==> config.mk <==
export PLATFORM = sky130hd
export DESIGN_NAME = ext_mode_decode
export DESIGN_NICKNAME = d
export VERILOG_FILES = /design/src/ext_mode_pkg.sv /design/src/ext_mode_decode.sv /design/src/cmd_pin_decode.sv /design/src/posted_delay.sv
export VERILOG_INCLUDE_DIRS = /design/src
export SDC_FILE = /design/constraint.sdc
export NUM_CORES = 1
export LEC_CHECK = 0
export BUFFER_PORTS_ARGS = -buffer_cell sky130_fd_sc_hd__buf_2
export CAP_MARGIN = 20
export CORE_ASPECT_RATIO = 1.5
export CORE_MARGIN = 2
export CORE_UTILIZATION = 40
export CTS_BUF_LIST = sky130_fd_sc_hd__clkbuf_16
export CTS_CLUSTER_SIZE = 20
export DETAILED_ROUTE_END_ITERATION = 8
export HOLD_SLACK_MARGIN = 0.03
export PLACE_DENSITY_LB_ADDON = 0.05
export SYNTH_ARGS = -nofsm -noshare
export SYNTH_HDL_FRONTEND = slang
export SYNTH_SLANG_ARGS = --single-unit
==> constraint.sdc <==
create_clock -name sys_clk -period 6.57 [get_ports sys_clk]
set_clock_uncertainty 0.15 [all_clocks]
set_input_delay 0 -clock sys_clk [delete_from_list [all_inputs] [get_ports sys_clk]]
set_output_delay 0 -clock sys_clk [all_outputs]
set_load 0.005 [all_outputs]
==> src/ext_mode_cfg.svh <==
// Purpose: offsets, field positions, reset values and counts of the extended mode logic
// Assumes: 13-bit operation code, 3-bit bank select
// Notes: definitions only
`ifndef EXT_MODE_CFG_SVH
`define EXT_MODE_CFG_SVH
`define ADDR_W 13
`define BANK_W 3
`define SEL_BASE 3'h0
`define SEL_EXT_ONE 3'h1
`define SEL_EXT_TWO 3'h2
`define SEL_EXT_THREE 3'h3
`define LOOP_ENABLE_POS 0
`define DRIVE_STRENGTH_POS 1
`define TERM_LOW_POS 2
`define LATENCY_LO_POS 3
`define LATENCY_HI_POS 5
`define TERM_HIGH_POS 6
`define STROBE_COMP_DIS_POS 10
`define READ_STROBE_EN_POS 11
`define OUTPUT_DISABLE_POS 12
`define AUTO_PRE_POS 10
`define EXT_RESET 13'h0000
`define LATENCY_MAX 3'h6
`define COL_LATENCY_DEFAULT 3'h3
`define LOOP_LOCK_CYCLES 200
`define TERM_HOLD_CYCLES 8
`endif

==> src/ext_mode_pkg.sv <==
// Purpose: types shared by the extended mode decoder files
// Assumes: widths from the config header
// Notes: none
package ext_mode_pkg;
   typedef enum logic [3:0] {
      CMD_NONE, CMD_DESELECT, CMD_NOP, CMD_MODE_LOAD, CMD_REFRESH, CMD_SELF_ENTER,
      CMD_SELF_EXIT, CMD_PRECHARGE, CMD_ACTIVATE, CMD_WRITE, CMD_READ,
      CMD_PDOWN_ENTER, CMD_PDOWN_EXIT
   } cmd_t;
   typedef enum logic [1:0] {TERM_OFF, TERM_75, TERM_150, TERM_50} term_sel_t;
   typedef struct packed {
      logic chip_select_n;
      logic row_strobe_n;
      logic col_strobe_n;
      logic write_enable_n;
      logic clock_enable;
   } cmd_pins_t;
   typedef struct packed {
      logic valid;
      logic write;
      logic auto_precharge;
      logic [2:0] bank;
      logic [12:0] addr;
   } col_cmd_t;
endpackage

==> src/ext_mode_decode.sv <==
// Purpose: command decode and extended mode registers of the memory device
// Assumes: control pins come from outside and pass two flip-flops
// Notes: latency outputs are cycle counts; output enables high to drive
`timescale 1ns/1ns
`include "ext_mode_cfg.svh"

// Behaviour
// - Loop enable follows bit zero of extended register one on mode load.
// - Self refresh entry disables the loop; exit re-enables and resets it.
// - Drive strength bit zero gives full drive, one gives reduced drive.
// - Complement strobe driven as inverse unless complement disable bit set.
// - Read strobe complement on only if read strobe enabled and complement allowed.
// - Output disable bit turns off all data and strobe outputs.
// - Termination value chosen from both select bits; both bits set select the 50 setting.
// - Termination control acts only if enabled and not in self refresh.
// - Posted latency 0 to 6 taken from bits three to five.
// - Read or write held for the posted latency before internal issue.
// - Read latency is posted plus column; write latency is one less.
// - Extended registers keep contents until reloaded; register three reserved.
// - Commands decoded from five control pins at rising clock edge.
// - Strobe encodings map to load, refresh, precharge, activate, write, read, nop.
// - Line ten selects all banks on precharge, auto precharge on column commands.
// - Bank inputs on mode load choose which mode register is written.
// - Self refresh entry on clock enable fall with refresh; exit on rise.
// - Command decode ignores the termination control input.
module ext_mode_decode
   import ext_mode_pkg::*;
(
   // Clock and reset
   input wire logic sys_clk,
   input wire logic rst_n,
   // Command pins
   input wire logic chip_select_n,
   input wire logic row_strobe_n,
   input wire logic col_strobe_n,
   input wire logic write_enable_n,
   input wire logic clock_enable,
   input wire logic [`BANK_W-1:0] bank_addr,
   input wire logic [`ADDR_W-1:0] addr,
   input wire logic termination_control,
   // Column latency from base mode register
   input wire logic [2:0] column_latency,
   // Output and strobe controls
   output logic loop_enable,
   output logic loop_reset,
   output logic loop_locked,
   output logic drive_reduced,
   output logic strobe_oe,
   output logic strobe_complement_oe,
   output logic read_strobe_oe,
   output logic read_strobe_complement_oe,
   output logic data_oe_allow,
   // Termination
   output term_sel_t termination_resistance,
   output logic termination_on,
   // Latencies
   output logic [2:0] posted_latency,
   output logic [3:0] read_latency,
   output logic [3:0] write_latency,
   // Internal command stream
   output cmd_t last_cmd,
   output logic self_refresh,
   output logic power_down,
   output logic precharge_issue,
   output logic precharge_all,
   output logic [`BANK_W-1:0] precharge_bank,
   output logic activate_issue,
   output col_cmd_t column_issue,
   output logic [`ADDR_W-1:0] ext_two_value
);
   cmd_pins_t pins_s1_q, pins_s2_q;
   logic [`BANK_W-1:0] bank_s1_q, bank_s2_q;
   logic [`ADDR_W-1:0] addr_s1_q, addr_s2_q;
   logic term_s1_q, term_s2_q;
   logic cke_prev_q;
   logic [`ADDR_W-1:0] ext_one_q, ext_two_q, ext_three_q;
   logic self_q, pdown_q;
   logic [7:0] lock_cnt_q;
   logic reset_pulse_q;
   cmd_t cmd;
   col_cmd_t col_in, col_out;
   cmd_pins_t pins_raw;

   function automatic logic bit_of(input logic [`ADDR_W-1:0] v, input int pos);
      bit_of = v[pos];
   endfunction

   assign pins_raw = '{chip_select_n, row_strobe_n, col_strobe_n, write_enable_n, clock_enable};

   // Two-stage capture of every pin
   always_ff @(posedge sys_clk or negedge rst_n) begin
      if (!rst_n) begin
         pins_s1_q <= '{1'b1, 1'b1, 1'b1, 1'b1, 1'b0};
         pins_s2_q <= '{1'b1, 1'b1, 1'b1, 1'b1, 1'b0};
         bank_s1_q <= '0;
         bank_s2_q <= '0;
         addr_s1_q <= '0;
         addr_s2_q <= '0;
         term_s1_q <= 1'b0;
         term_s2_q <= 1'b0;
         cke_prev_q <= 1'b0;
      end else begin
         pins_s1_q <= pins_raw;
         pins_s2_q <= pins_s1_q;
         bank_s1_q <= bank_addr;
         bank_s2_q <= bank_s1_q;
         addr_s1_q <= addr;
         addr_s2_q <= addr_s1_q;
         term_s1_q <= termination_control;
         term_s2_q <= term_s1_q;
         cke_prev_q <= pins_s2_q.clock_enable;
      end
   end

   // Termination input not routed here
   cmd_pin_decode u_decode (
      .pins(pins_s2_q),
      .cke_prev(cke_prev_q),
      .cmd(cmd)
   );

   wire is_load = (cmd == CMD_MODE_LOAD);
   wire load_one = is_load && (bank_s2_q == `SEL_EXT_ONE);
   wire load_two = is_load && (bank_s2_q == `SEL_EXT_TWO);
   wire load_three = is_load && (bank_s2_q == `SEL_EXT_THREE);
   wire self_enter = (cmd == CMD_SELF_ENTER) && !self_q;
   wire self_exit = self_q && pins_s2_q.clock_enable;
   wire loop_on_reg = bit_of(ext_one_q, `LOOP_ENABLE_POS);
   wire loop_reenable = load_one && bit_of(addr_s2_q, `LOOP_ENABLE_POS) && !loop_on_reg;
   wire [2:0] lat_field = addr_s2_q[`LATENCY_HI_POS:`LATENCY_LO_POS];
   wire [2:0] lat_cur = ext_one_q[`LATENCY_HI_POS:`LATENCY_LO_POS];
   wire [2:0] lat_eff = (lat_cur > `LATENCY_MAX) ? `LATENCY_MAX : lat_cur;
   wire [1:0] term_pair = {bit_of(ext_one_q, `TERM_HIGH_POS), bit_of(ext_one_q, `TERM_LOW_POS)};
   wire outs_off = bit_of(ext_one_q, `OUTPUT_DISABLE_POS);
   wire comp_off = bit_of(ext_one_q, `STROBE_COMP_DIS_POS);
   wire rd_strobe = bit_of(ext_one_q, `READ_STROBE_EN_POS);
   wire is_col = (cmd == CMD_READ) || (cmd == CMD_WRITE);

   // Mode registers hold until reloaded
   always_ff @(posedge sys_clk or negedge rst_n) begin
      if (!rst_n) begin
         ext_one_q <= `EXT_RESET;
         ext_two_q <= `EXT_RESET;
         ext_three_q <= `EXT_RESET;
      end else begin
         if (load_one) ext_one_q <= {addr_s2_q[12:6], lat_field, addr_s2_q[2:0]};
         if (load_two) ext_two_q <= addr_s2_q;
         if (load_three) ext_three_q <= addr_s2_q;
      end
   end

   // Self refresh and power-down states
   always_ff @(posedge sys_clk or negedge rst_n) begin
      if (!rst_n) begin
         self_q <= 1'b0;
         pdown_q <= 1'b0;
      end else begin
         if (self_enter) self_q <= 1'b1;
         else if (self_exit) self_q <= 1'b0;
         if (cmd == CMD_PDOWN_ENTER) pdown_q <= 1'b1;
         else if (cmd == CMD_PDOWN_EXIT) pdown_q <= 1'b0;
      end
   end

   // Loop reset pulse and lock count
   always_ff @(posedge sys_clk or negedge rst_n) begin
      if (!rst_n) begin
         reset_pulse_q <= 1'b0;
         lock_cnt_q <= '0;
      end else begin
         reset_pulse_q <= self_exit || loop_reenable;
         if (self_q || !loop_on_reg || reset_pulse_q) lock_cnt_q <= '0;
         else if (lock_cnt_q != 8'(`LOOP_LOCK_CYCLES)) lock_cnt_q <= lock_cnt_q + 8'h01;
      end
   end

   assign col_in = '{is_col, cmd == CMD_WRITE, bit_of(addr_s2_q, `AUTO_PRE_POS),
                     bank_s2_q, addr_s2_q};

   posted_delay u_delay (
      .sys_clk(sys_clk),
      .rst_n(rst_n),
      .cmd_in(col_in),
      .latency(lat_eff),
      .cmd_out(col_out)
   );

   // Registered outputs
   always_ff @(posedge sys_clk or negedge rst_n) begin
      if (!rst_n) begin
         loop_enable <= 1'b0;
         loop_reset <= 1'b0;
         loop_locked <= 1'b0;
         drive_reduced <= 1'b0;
         strobe_oe <= 1'b0;
         strobe_complement_oe <= 1'b0;
         read_strobe_oe <= 1'b0;
         read_strobe_complement_oe <= 1'b0;
         data_oe_allow <= 1'b0;
         termination_resistance <= TERM_OFF;
         termination_on <= 1'b0;
         posted_latency <= 3'h0;
         read_latency <= 4'h0;
         write_latency <= 4'h0;
         last_cmd <= CMD_NONE;
         self_refresh <= 1'b0;
         power_down <= 1'b0;
         precharge_issue <= 1'b0;
         precharge_all <= 1'b0;
         precharge_bank <= '0;
         activate_issue <= 1'b0;
         column_issue <= '0;
         ext_two_value <= '0;
      end else begin
         loop_enable <= loop_on_reg && !self_q;
         loop_reset <= reset_pulse_q;
         loop_locked <= lock_cnt_q == 8'(`LOOP_LOCK_CYCLES);
         drive_reduced <= bit_of(ext_one_q, `DRIVE_STRENGTH_POS);
         strobe_oe <= !outs_off;
         strobe_complement_oe <= !outs_off && !comp_off;
         read_strobe_oe <= !outs_off && rd_strobe;
         read_strobe_complement_oe <= !outs_off && rd_strobe && !comp_off;
         data_oe_allow <= !outs_off;
         termination_resistance <= term_sel_t'(term_pair);
         termination_on <= (term_pair != 2'h0) && !self_q && term_s2_q;
         posted_latency <= lat_eff;
         read_latency <= {1'b0, lat_eff} + {1'b0, column_latency};
         write_latency <= {1'b0, lat_eff} + {1'b0, column_latency} - 4'h1;
         if (cmd != CMD_NONE) last_cmd <= cmd;
         self_refresh <= self_q;
         power_down <= pdown_q;
         precharge_issue <= cmd == CMD_PRECHARGE;
         precharge_all <= bit_of(addr_s2_q, `AUTO_PRE_POS);
         precharge_bank <= bank_s2_q;
         activate_issue <= cmd == CMD_ACTIVATE;
         column_issue <= col_out;
         ext_two_value <= ext_two_q;
      end
   end
endmodule

==> src/cmd_pin_decode.sv <==
// Purpose: decode one command from sampled control pins
// Assumes: pins already synchronised; previous clock enable supplied by caller
// Notes: combinational
`timescale 1ns/1ns
module cmd_pin_decode
   import ext_mode_pkg::*;
(
   // Pins
   input wire cmd_pins_t pins,
   input wire logic cke_prev,
   // Result
   output cmd_t cmd
);
   wire [2:0] rcw = {pins.row_strobe_n, pins.col_strobe_n, pins.write_enable_n};
   wire cs = ~pins.chip_select_n;
   wire idle_code = ~cs | (rcw == 3'h7);

   always_comb begin
      cmd = CMD_NONE;
      if (cke_prev && !pins.clock_enable) begin
         if (cs && rcw == 3'h1) cmd = CMD_SELF_ENTER;
         else if (idle_code) cmd = CMD_PDOWN_ENTER;
      end else if (!cke_prev && pins.clock_enable) begin
         if (idle_code) cmd = CMD_PDOWN_EXIT;
      end else if (cke_prev && pins.clock_enable) begin
         if (!cs) cmd = CMD_DESELECT;
         else begin
            case (rcw)
               3'h0: cmd = CMD_MODE_LOAD;
               3'h1: cmd = CMD_REFRESH;
               3'h2: cmd = CMD_PRECHARGE;
               3'h3: cmd = CMD_ACTIVATE;
               3'h4: cmd = CMD_WRITE;
               3'h5: cmd = CMD_READ;
               3'h7: cmd = CMD_NOP;
               default: cmd = CMD_NONE;
            endcase
         end
      end
   end
endmodule

==> src/posted_delay.sv <==
// Purpose: hold a column command for the posted latency
// Assumes: latency 0 to 6
// Notes: shift line of flip-flops, tap selected by index
`timescale 1ns/1ns
module posted_delay
   import ext_mode_pkg::*;
(
   // Clock and reset
   input wire logic sys_clk,
   input wire logic rst_n,
   // Command
   input wire col_cmd_t cmd_in,
   input wire logic [2:0] latency,
   output col_cmd_t cmd_out
);
   col_cmd_t line_q [1:6];

   genvar i;
   generate
      for (i = 1; i <= 6; i++) begin : g_stage
         always_ff @(posedge sys_clk or negedge rst_n) begin
            if (!rst_n) line_q[i] <= '0;
            else line_q[i] <= (i == 1) ? cmd_in : line_q[(i == 1) ? 1 : i - 1];
         end
      end
   endgenerate

   assign cmd_out = (latency == 3'h0) ? cmd_in : line_q[latency];
endmodule

==> flow_metrics.tcl <==
set metrics [dict create \
    dr.first_iter.drc_count 213 \
    yosys.area.top_type "dfrtp_1" \
    drive_above_1_share_pct 32.6 \
    synth.area.top_cells "dfrtp_1 71%, mux2_2 5.0%, mux4_2 4.3%" \
    drtPass1Iterations 4 \
    final_hold_viol_count 0 \
    regToRegEndpoint "write_latency[3]" \
    die_x_um 122 \
    synth-main-ff-cell "dfrtp_1" \
    drc 0 \
    synthMostInstantiatedCell "dfrtp_1" \
    ys_seq_area_share_pct 73.9 \
    numCtsBuffers 25 \
    ff2ff_path_depth 7 \
    grt_overflow 0 \
    clk_latency_ns 0.51 \
    pre_cts_slack_ns 3.86 \
    syn_nets 538 \
    post-cts-setup-buffers 0 \
    start_util_pct 40.4 \
    syn_inst 504 \
    ys_ff_latch 248 \
    core-area_um2 20800 \
    setup_slack_ns 3.86 \
    port_buffers 93 \
    syn_area_um2 8410 \
    grt_pass1_wl_um 25600 \
    grt_pass1_vias 4832 \
    rsz0062_at_grt "no" \
    ios 94 \
    synthDistinctLibCells 52 \
    setup_viol 0 \
    cts.sinks 248 \
    slew_violations 0 \
    wire_per_inst_um 16.6 \
    vias 4389 \
    hpwl_um 9730 \
    finalCriticalPeriod_ns 2.71 \
    cts_tree "done" \
    ctsResizeCount 0 \
    syn_avg_cell_area_um2 16.7 \
    fin_setup_tns_ns 0 \
    die_area_um2 22200 \
    timing.slew.headroom_pct 33.3 \
    grt_antenna_before_repair 0 \
    worstPathRequired_ns 6.81 \
    n_antenna_cell 0 \
    crit_type "reg2reg" \
    outcome "complete, no violations" \
    synthTopCellsByCount "240 x dfrtp_1, 37 x mux2_2, 20 x nand2_1" \
    post-route-period-util_pct 41.3 \
    path_max_fanout 16 \
    synth_top_cell_area_share_pct 71.4 \
    via_per_inst 4.68 \
    rows 65 \
    rr_startpoint "ext_one_q[4]" \
    p_leak_nw 4.80 \
    cts.htree.levels 1 \
    worst_pin_slew_ns 1.00 \
    nFillCells 1830 \
    ant_nets 0 \
    syn_to_final_growth_pct 23.5 \
    power_density_nw_per_um2 312 \
    grt_max_degree 137 \
    cp.arrival_ns 2.95 \
    track_usage_pct 14.6 \
    hp-class "in2async" \
    max-cap-violations 0 \
    clkTransAtPathRegs_ns 0.06 \
    gp_congestion 0.808 \
    async_flop_share_pct 100 \
    reg2reg_slack_ns 3.86 \
    final_nets 686 \
    synth_edf_count 0 \
    clk_path_buf_depth 3 \
    irDropWorstVdd_uv 239 \
    totalWireLength_um 15600 \
    cp-end-kind "flip-flop" \
    cts-root-buf "clkbuf_16" \
    start_kind "flip-flop" \
    fmax_ghz 0.369 \
    yosysWarnings 0 \
    die_h_um 182 \
]
## per-layer routing
metal,global-route usage [%],share of wire [%],vias to the layer above,routed length [um]
met5,0,0,-,0
met4,4.23,1.7,0,267
met3,2.29,3.6,19,558
met2,24.3,51,74,7960
met1,19.8,44,2278,6790
li1,-,-,2018,-
## placed cells by master (no fill, tap or decap), drive strengths merged, types with 2 or more instances in the layout
cell type    count
inv             20
clkinvlp         3
dfstp            8
nor2b            3
nand3b           2
clkbuf          25
ha               6
xnor2            4
o31ai            4
dlygate4sd3     49
a21o             2
nand4            2
dfrtp          240
nand3            5
xor2             7
mux2            47
nand2b           3
a21oi            6
and3             3
bufinv           2
mux4            16
and2             2
mux2i           17
nand2           20
nor3b            6
a31o             2
buf             99
clkinv           9
nor2            17
a31oi            5
o21ai           18
nor3             3
## timing repair
action	in CTS	in global routing
hold buffers	49	0
hold endpoints to repair	164	0
endpoints found under the setup margin	0	0
## flip-flops by register name, indices dropped and copies added (netlist names), 4 cells and up
name / cells
ext_two_value: 13
column_issue: 18
ext_two_q: 13
write_latency: 4
lock_cnt_q: 8
read_latency: 4
pins_s1_q: 5
last_cmd: 4
addr_s1_q: 13
addr_s2_q: 13
u_delay.line_q: 108
ext_one_q: 10
pins_s2_q: 5
## through the flow
step / util, % / hold WS, ns / cell area (um^2) / cells / power [mW]
finish: 49.9 / 0.00447 / 10400 / 937 / 3.24
floorplan: - / -0.446 / 8410 / 504 / 1.79
CTS: 49.9 / 0.0895 / 10400 / 937 / 3.30
detailed placement: 43.7 / -0.0411 / 9100 / 844 / 1.90
global placement: 43.7 / -0.0416 / 9100 / 844 / 1.90
global route: 49.9 / 0.134 / 10400 / 937 / 3.38
## critical path: stages (launching register included)
cell	delay [ns]
dfrtp_1	0.77
nand2_1	0.15
and2_1	0.22
ha_1	0.21
a21o_1	0.17
a21o_1	0.17
dlygate4sd3_1	0.58
xor2_1	0.17
## final cells by class
type                       count  area [um^2]  share of cell area, %
clock buffer                  25          626                   6.03
clock inverter                19          159                   1.53
inverter                      15         56.3                  0.542
multi-input combinational    214         1970                   19.0
sequential                   248         6220                   59.9
tap                          268          335                   3.23
timing repair buffer         148         1010                   9.74
## worst max path at each step
stage	start	to	slack, ns
global placement	ext_one_q[4]	column_issue[12]	3.88
detailed placement	ext_one_q[4]	column_issue[9]	3.86
floorplan	ext_one_q[5]	write_latency[2]	3.90
finish	ext_one_q[4]	write_latency[3]	3.86
global route	ext_one_q[4]	write_latency[3]	3.60
CTS	ext_one_q[4]	write_latency[3]	3.83
## kinds of logic after synthesis
logic type | Yosys count | synth area share (%)
AO/OA/AOI/OAI | 46 | 3.54
flip-flops | 248 | 73.9
multiplexers | 80 | 13.1
buffers and inverters | 42 | 2.59
XOR/XNOR | 11 | 1.15
adder cells (fa/ha/maj) | 7 | 1.13
AND/OR/NAND/NOR | 70 | 4.61
## power by group
part           switching (mW)  internal, mW
registers              0.0551          1.62
logic                   0.102         0.114
clock network           0.576         0.775
total                   0.733          2.51
Note: power is estimated with default switching activity, not from simulation.
